===== config.mk =====
export PLATFORM = sky130hd
export DESIGN_NAME = lfm_top
export DESIGN_NICKNAME = d
export VERILOG_FILES = /design/src/lfm_pkg.sv /design/src/lfm_fault_combine.sv /design/src/lfm_top.sv
export VERILOG_INCLUDE_DIRS = /design/src
export SDC_FILE = /design/constraint.sdc
export NUM_CORES = 1
export LEC_CHECK = 0
export BUFFER_PORTS_ARGS = -buffer_cell sky130_fd_sc_hd__buf_2
export CAP_MARGIN = 20
export CORE_MARGIN = 2
export CORE_UTILIZATION = 45
export CTS_BUF_LIST = sky130_fd_sc_hd__clkbuf_16
export DETAILED_ROUTE_END_ITERATION = 12
export GPL_TIMING_DRIVEN = 0
export PLACE_DENSITY = 0.77
export SYNTH_ARGS = -nofsm -noshare
export SYNTH_HDL_FRONTEND = slang
export SYNTH_SLANG_ARGS = --single-unit

===== constraint.sdc =====
create_clock -name i_clk -period 1.62 [get_ports i_clk]
set_input_delay 0.243 -clock i_clk [delete_from_list [all_inputs] [get_ports i_clk]]
set_output_delay 0.243 -clock i_clk [all_outputs]
set_load 0.02 [all_outputs]

===== src/lfm_regs.svh =====
// Register offsets, field positions and reset values of the fault mask block
// Operation
// - 12-bit per-LED mask stops open and short faults of that LED reaching pin.
// - Status bit 4 reads 1 once resistor decoding has completed.
// - Status bit 3 set when address resistor is over range or open.
// - Status bit 2 set when grade resistor is over range or open.
// - Status bit 1 set when address resistor is under range or shorted.
// - Status bit 0 set when grade resistor is under range or shorted.
// - Decoded grade value reads in bits 3:0 of decoded-code register.
// - Read-pending bit 8 of general status stays high until resistor decoding has completed.
// - Summary flag_a flag is high while any per-LED open bit is high.
`ifndef LFM_REGS_SVH
`define LFM_REGS_SVH
`define LFM_ADDR_W          8
`define LFM_DATA_W          13
`define LFM_OFS_MASK        8'h0d
`define LFM_OFS_RSTAT       8'h0e
`define LFM_OFS_CODES       8'h0f
`define LFM_OFS_GSTAT       8'h10
`define LFM_MASK_RST        12'h000
`define LFM_BIT_DONE        4
`define LFM_BIT_ADDR_HI     3
`define LFM_BIT_GRADE_HI    2
`define LFM_BIT_ADDR_LO     1
`define LFM_BIT_GRADE_LO    0
`define LFM_BIT_PENDING     8
`define LFM_BIT_OPEN        4
`define LFM_BIT_SHORT       3
`endif


===== src/lfm_pkg.sv =====
// Types shared by the fault mask block
package lfm_pkg;
   // Outcome of one resistor measurement
   typedef struct packed {
      logic       addr_too_high;
      logic       grade_too_high;
      logic       addr_too_low;
      logic       grade_too_low;
      logic [3:0] address_select_resistor;
      logic [3:0] grade_code;
   } lfm_meas_t;
   // Register access request
   typedef struct packed {
      logic        wr;
      logic        rd;
      logic [7:0]  addr;
      logic [12:0] wdata;
   } lfm_req_t;
endpackage


===== src/lfm_fault_combine.sv =====
// Masks per-LED faults and forms the summary flags
`timescale 1ns/1ps
`include "lfm_regs.svh"
module lfm_fault_combine #(
   parameter int N_LED = 12
) (
   input  wire logic [N_LED-1:0] i_open,
   input  wire logic [N_LED-1:0] i_short,
   input  wire logic [N_LED-1:0] i_mask,
   output logic                  o_flag_a,
   output logic                  o_flag_b,
   output logic                  o_led_fault
);
   // Summary flags see every LED; the pin sees only unmasked ones
   assign o_flag_a    = |i_open;
   assign o_flag_b    = |i_short;
   assign o_led_fault = |((i_open | i_short) & ~i_mask);
endmodule


===== src/lfm_top.sv =====
// Fault mask, resistor decode status and decoded code registers
`timescale 1ns/1ps
`include "lfm_regs.svh"
module lfm_top #(
   parameter int N_LED = 12
) (
   input  wire logic             i_clk,
   input  wire logic             i_rstn,
   input  wire lfm_pkg::lfm_req_t i_req,
   output logic [12:0]           o_rdata,
   input  wire logic [N_LED-1:0] i_per_led_open_status,
   input  wire logic [N_LED-1:0] i_per_led_short_status,
   input  wire logic             i_meas_valid,
   input  wire lfm_pkg::lfm_meas_t i_meas,
   input  wire logic             i_other_fault,
   output logic [3:0]            o_unit_address_code,
   output logic                  o_resistor_read_pending,
   output logic                  o_flag_a,
   output logic                  o_flag_b,
   output logic                  o_fault_pin_n
);
   ////////////////////////////////////////////////////////////////////////
   logic [N_LED-1:0]  per_led_fault_mask_q;
   logic              resistor_decode_done_q;
   lfm_pkg::lfm_meas_t meas_q;
   logic              led_fault;
   logic              fault_n_q;
   logic [12:0]       rdata_q;
   logic [12:0]       rstat_w;
   logic [12:0]       codes_w;
   logic [12:0]       gstat_w;
   logic              wr_mask;
   logic              sel_mask;
   logic              sel_rstat;
   logic              sel_codes;
   logic              sel_gstat;
   logic [12:0]       mask_img;
   logic [12:0]       rdata_d;

   // Offset match, shared by the write strobe and the read selection
   function automatic logic addr_hit(input logic [7:0] a,
                                     input logic [7:0] ofs);
      return a == ofs;
   endfunction

   // Register selects; only the mask register takes writes
   assign sel_mask  = addr_hit(i_req.addr, `LFM_OFS_MASK);
   assign sel_rstat = addr_hit(i_req.addr, `LFM_OFS_RSTAT);
   assign sel_codes = addr_hit(i_req.addr, `LFM_OFS_CODES);
   assign sel_gstat = addr_hit(i_req.addr, `LFM_OFS_GSTAT);
   assign wr_mask   = i_req.wr && sel_mask;

   // Mask register
   always_ff @(posedge i_clk or negedge i_rstn)
   begin
      if (!i_rstn)
         per_led_fault_mask_q <= `LFM_MASK_RST;
      else if (wr_mask)
         per_led_fault_mask_q <= i_req.wdata[N_LED-1:0];
   end

   // Mask register: a write lands whole, nothing else moves it
   a_mask_write: assert property (
      @(posedge i_clk) disable iff (!i_rstn)
      wr_mask |=> per_led_fault_mask_q == $past(i_req.wdata[N_LED-1:0]))
      else $error("mask write lost");
   a_mask_hold: assert property (
      @(posedge i_clk) disable iff (!i_rstn)
      !wr_mask |=> $stable(per_led_fault_mask_q))
      else $error("mask changed without write");

   ////////////////////////////////////////////////////////////////////////
   // Measurement capture; no bus path writes these
   always_ff @(posedge i_clk or negedge i_rstn)
   begin
      if (!i_rstn)
      begin
         resistor_decode_done_q <= 1'b0;
         meas_q                 <= '0;
      end
      else if (i_meas_valid)
      begin
         resistor_decode_done_q <= 1'b1;
         meas_q                 <= i_meas;
      end
   end

   assign o_unit_address_code     = meas_q.address_select_resistor;
   assign o_resistor_read_pending = ~resistor_decode_done_q;

   // Capture: done is sticky, flags and codes follow each measurement
   a_done_set: assert property (
      @(posedge i_clk) disable iff (!i_rstn)
      i_meas_valid |=> resistor_decode_done_q)
      else $error("done not set");
   a_done_sticky: assert property (
      @(posedge i_clk) disable iff (!i_rstn)
      resistor_decode_done_q |=> resistor_decode_done_q)
      else $error("done fell");
   a_flags_hold: assert property (
      @(posedge i_clk) disable iff (!i_rstn)
      !i_meas_valid |=> $stable(meas_q))
      else $error("flags changed without measurement");
   a_flags_cap: assert property (
      @(posedge i_clk) disable iff (!i_rstn)
      i_meas_valid |=> rstat_w[3:0] == $past({i_meas.addr_too_high,
         i_meas.grade_too_high, i_meas.addr_too_low,
         i_meas.grade_too_low}))
      else $error("range flags wrong");
   a_high_flags: assert property (
      @(posedge i_clk) disable iff (!i_rstn)
      i_meas_valid |=> meas_q.addr_too_high == $past(i_meas.addr_too_high)
         && meas_q.grade_too_high == $past(i_meas.grade_too_high))
      else $error("over range flags wrong");
   a_low_flags: assert property (
      @(posedge i_clk) disable iff (!i_rstn)
      i_meas_valid |=> meas_q.addr_too_low == $past(i_meas.addr_too_low)
         && meas_q.grade_too_low == $past(i_meas.grade_too_low))
      else $error("under range flags wrong");
   a_codes_cap: assert property (
      @(posedge i_clk) disable iff (!i_rstn)
      i_meas_valid |=> meas_q.grade_code == $past(i_meas.grade_code)
         && o_unit_address_code
            == $past(i_meas.address_select_resistor))
      else $error("decoded codes not captured");
   a_ro_writes: assert property (
      @(posedge i_clk) disable iff (!i_rstn)
      (i_req.wr && !i_meas_valid) |=> $stable(meas_q)
         && $stable(resistor_decode_done_q))
      else $error("bus write reached decode status");

   ////////////////////////////////////////////////////////////////////////
   lfm_fault_combine #(
      .N_LED (N_LED)
   ) u_comb (
      .i_open      (i_per_led_open_status),
      .i_short     (i_per_led_short_status),
      .i_mask      (per_led_fault_mask_q),
      .o_flag_a    (o_flag_a),
      .o_flag_b    (o_flag_b),
      .o_led_fault (led_fault)
   );

   // Read images
   assign rstat_w = {8'h00, resistor_decode_done_q, meas_q.addr_too_high,
                     meas_q.grade_too_high, meas_q.addr_too_low,
                     meas_q.grade_too_low};
   assign codes_w = {5'h00, meas_q.address_select_resistor,
                     meas_q.grade_code};
   assign gstat_w = {4'h0, ~resistor_decode_done_q, 3'h0, o_flag_a,
                     o_flag_b, 3'h0};

   // Read selection; an unmapped offset reads as zero
   assign mask_img = 13'(per_led_fault_mask_q);
   assign rdata_d  = sel_mask  ? mask_img :
                     sel_rstat ? rstat_w  :
                     sel_codes ? codes_w  :
                     sel_gstat ? gstat_w  : 13'h0000;

   // Read data register; holds between reads
   always_ff @(posedge i_clk or negedge i_rstn)
   begin
      if (!i_rstn)
         rdata_q <= 13'h0000;
      else if (i_req.rd)
         rdata_q <= rdata_d;
   end

   // Fault pin register, low for any unmasked fault or pending decode
   always_ff @(posedge i_clk or negedge i_rstn)
   begin
      if (!i_rstn)
         fault_n_q <= 1'b1;
      else
         fault_n_q <= ~(led_fault | ~resistor_decode_done_q
                        | i_other_fault);
   end

   assign o_rdata       = rdata_q;
   assign o_fault_pin_n = fault_n_q;

   ////////////////////////////////////////////////////////////////////////
   // Reads return the image of the register addressed one edge earlier
   a_mask_read: assert property (
      @(posedge i_clk) disable iff (!i_rstn)
      (i_req.rd && sel_mask)
      |=> o_rdata == 13'($past(per_led_fault_mask_q)))
      else $error("mask read wrong");
   a_status_read: assert property (
      @(posedge i_clk) disable iff (!i_rstn)
      (i_req.rd && sel_rstat)
      |=> o_rdata == {8'h00, $past(resistor_decode_done_q),
                      $past(meas_q[11:8])})
      else $error("decode status read wrong");
   a_code_read: assert property (
      @(posedge i_clk) disable iff (!i_rstn)
      (i_req.rd && sel_codes)
      |=> o_rdata == {5'h00, $past(meas_q.address_select_resistor),
                      $past(meas_q.grade_code)})
      else $error("code read wrong");
   a_pending_read: assert property (
      @(posedge i_clk) disable iff (!i_rstn)
      (i_req.rd && sel_gstat)
      |=> o_rdata[`LFM_BIT_PENDING] == !$past(resistor_decode_done_q))
      else $error("pending bit read wrong");
   a_summary_read: assert property (
      @(posedge i_clk) disable iff (!i_rstn)
      (i_req.rd && sel_gstat)
      |=> o_rdata[`LFM_BIT_OPEN] == $past(o_flag_a))
      else $error("open summary read wrong");

   // Fault pin: masked faults stay off it, the rest pull it low
   a_mask_blocks: assert property (
      @(posedge i_clk) disable iff (!i_rstn)
      (resistor_decode_done_q && !i_other_fault
       && ((i_per_led_open_status | i_per_led_short_status)
           & ~per_led_fault_mask_q) == '0) |=> o_fault_pin_n)
      else $error("masked fault reached pin");
   a_fault_pin: assert property (
      @(posedge i_clk) disable iff (!i_rstn)
      (((i_per_led_open_status | i_per_led_short_status)
        & ~per_led_fault_mask_q) != '0) |=> !o_fault_pin_n)
      else $error("unmasked fault missed pin");
   a_pending_pin: assert property (
      @(posedge i_clk) disable iff (!i_rstn)
      !resistor_decode_done_q |=> !o_fault_pin_n)
      else $error("pending did not assert pin");
   a_open_sum: assert property (
      @(posedge i_clk) disable iff (!i_rstn)
      (i_per_led_open_status != '0) == o_flag_a)
      else $error("open summary wrong");
endmodule


==> flow_summary.ini <==
[sta]
maxSlewViolCount = 0
setup_viol = 0
period_minus_slack_ps = 1530
skew_ps = 4.71
max_freq_ghz = 0.652
timing.final.crit_share_pct = 94.6
rsz0062_at_grt = no
worst_pin_slew_ps = 838
finalHoldViolations = 0
relSlewSlack_pct = 44.1
layout_setup_ws_ps = 87.0

[global_route]
grt_overflow = 0
grt_max_degree = 39
antenna_found_initial = 0
grt_pass1_vias = 1490
grt_pass1_wl_mm = 6.83
grt_usage_pct = 20.3

[layout]
multi_input_area_um2 = 811
area_delta_synth_final_pct = 35.3
diodes = 0
drive_above_1_share_pct = 50.4
final_nets = 314
register_area_um2 = 952
final_cells = 302
fillCellCount = 326

[die]
io_pins = 84
start_util_pct = 46.5
die_y_um = 68.3
dieArea_um2 = 4670
row_count = 23
core_um2 = 4000
die_w_um = 68.3

[synth]
synth_cell_types = 35
ys_seq_area_share_pct = 51.1
async_reset_ff_share_pct = 100
synth-seq-cells = 38
ys.warnings.count = 0
syn_inst = 164
synth_edf_count = 0
avgSynthCellArea_um2 = 11.4
yosys.area.top_type = dfrtp_1
synth.area.top_cells = dfrtp_1 50%, mux2_2 9.1%, mux2_4 8.1%, nor2_1 5.0%, buf_4 2.4%
synth_nets = 227
synthFlopType = dfrtp_1
synth_most_common_cell = dfrtp_1
netlist_area_um2 = 1860
synth_top_area_share_pct = 49.7
synthTopCellsByCount = 37 x dfrtp_1, 25 x nor2_1, 15 x mux2_2

[clock_network]
clock-root-buffer = clkbuf_16
clock_sinks = 38
cts_made_buffers = 5
htreeDepth = 2
insertion_delay_ps = 280
clk_pin_slew_worst_paths_ps = 60
cts_hold_repair.buffers = 0
cts_setup_buffers = 0
clockBufferDepth = 2
cts_resized = 0
cts_tree = built

[setup_path]
crit_type = register to register
startpoint_type = register
r2r-end = o_fault_pin_n
critPathMaxFanout = 3
cp.required_ps = 1780
crit_end = o_fault_pin_n
reg2reg_slack_ps = 90
r2r-start = per_led_fault_mask_q[10]
critical_path_arrival_ps = 1700
cp-end-kind = register
ff2ff_path_depth = 3
worstSetupStartpoint = per_led_fault_mask_q[10]

[power]
p_seq_share_pct = 39.8
vdd_drop_max_uv = 575
power.share.switching_pct = 21.9
leakage_uw = 0.00126
combPwrFrac_pct = 11.8
p_switching_uw = 572
internal_power_uw = 2050
p_per_area_nw_per_um2 = 1040
clock_power_share_pct = 48.4

[job]
maxCapViolCount = 0

[routing]
met1Wirelength_mm = 1.91
met3_length_um = 350
via_per_inst = 5.30
drt-initial-drc-count = 115
route.met2.wl_mm = 2.21
wire_per_inst_um = 15.0
vias = 1600
drc_errors = 0
routed.top_layer = met4
drt-total-wl_mm = 4.54
drt_first_pass_iters = 4
ant_nets = 0

[placement]
hpwl_mm = 3.49
port_buffers = 80
post-place-cells = 294
gp_congestion = 0.851
dp_slack_ps = -187

[status]
status = completed

[worst_hold_path]
hold_class = input port to asynchronous set/reset pin
-- flip-flops by register name, summed over array words and instances, names as in the netlist --
register,count
o_fault_pin_n,1
o_unit_address_code,4
o_rdata,12
codes_w,4
per_led_fault_mask_q,12
resistor_decode_done_q,1
meas_q,4
-- cell type report --
type	instances	share of cell area, %
tap	50	2.48
sequential	38	37.8
timing repair buffer	80	15.9
clock buffer	5	4.97
clock inverter	3	2.73
inverter	7	1.04
buffer	11	2.88
multi-input combinational	108	32.2
-- cell families (layout without fill, tap and decap cells) --
kind of cell | count (synthesis) | after routing | share of synthesized area (%)
and+or+nand+nor | 52 | 52 | 15.1
AOI/OAI and AO/OA | 27 | 27 | 9.54
muxes | 28 | 28 | 18.7
buffers and inverters | 18 | 106 | 5.31
DFF | 38 | 38 | 51.1
other | 1 | 1 | 0.201
-- worst min path at each step --
stage | cells after the start | endpoint
after floorplan | 0 | codes_w[0]
after global placement | 1 | per_led_fault_mask_q[0]
after detailed placement | 1 | per_led_fault_mask_q[0]
after CTS | 1 | per_led_fault_mask_q[0]
after global routing | 1 | per_led_fault_mask_q[0]
final | 1 | per_led_fault_mask_q[0]
-- power by group through the flow --
stage | logic [µW] | clock network, µW | registers [µW]
floorplan | 153 | 0 | 1060
global placement | 303 | 0 | 1060
detailed placement | 309 | 0 | 1060
CTS | 311 | 1280 | 1040
global route | 338 | 1330 | 1050
finish | 308 | 1270 | 1040
-- critical path, cell delays in order (launching register included) --
cell and delay, ps:
dfrtp_1 400, o22ai_1 110, or4_1 530, nor4_1 380
-- per-stage QoR --
step                      power, µW  setup TNS [ps]  util (%)  area, µm²  hold WS, ps
final                          2620               0      63.0       2520         57.4
after global routing           2710               0      63.0       2520          135
after CTS                      2640               0      63.0       2520         93.4
after detailed placement       1370           -2450      58.1       2320          393
after global placement         1360           -2210      58.1       2320          385
after floorplan                1210               0         -       1860        -52.6
-- metal layers --
layer / GRT usage (%) / up-vias
met3: 5.76 / 9
li1: - / 759
met2: 31.4 / 66
met4: 6.50 / 0
met1: 27.4 / 766
met5: 0 / -
-- placed cells by master, fill, tap and decap left out, drive strengths merged --
master   count
buf         89
dfrtp       37
nor2        25
mux2        25
nor4         8
clkbuf       7
inv          6
a21oi        6
nand3        5
o22ai        5
o21ai        5
a211oi       4
nand2        4
a32oi        3
mux2i        3
o2bb2ai      3
nor3b        2
bufinv       2
or3          2
nor3         2
clkinv       2
or4          1
nand3b       1
or4b         1
a221oi       1
or2          1
conb         1
dfstp        1
Power figures use the tool's default switching activity.
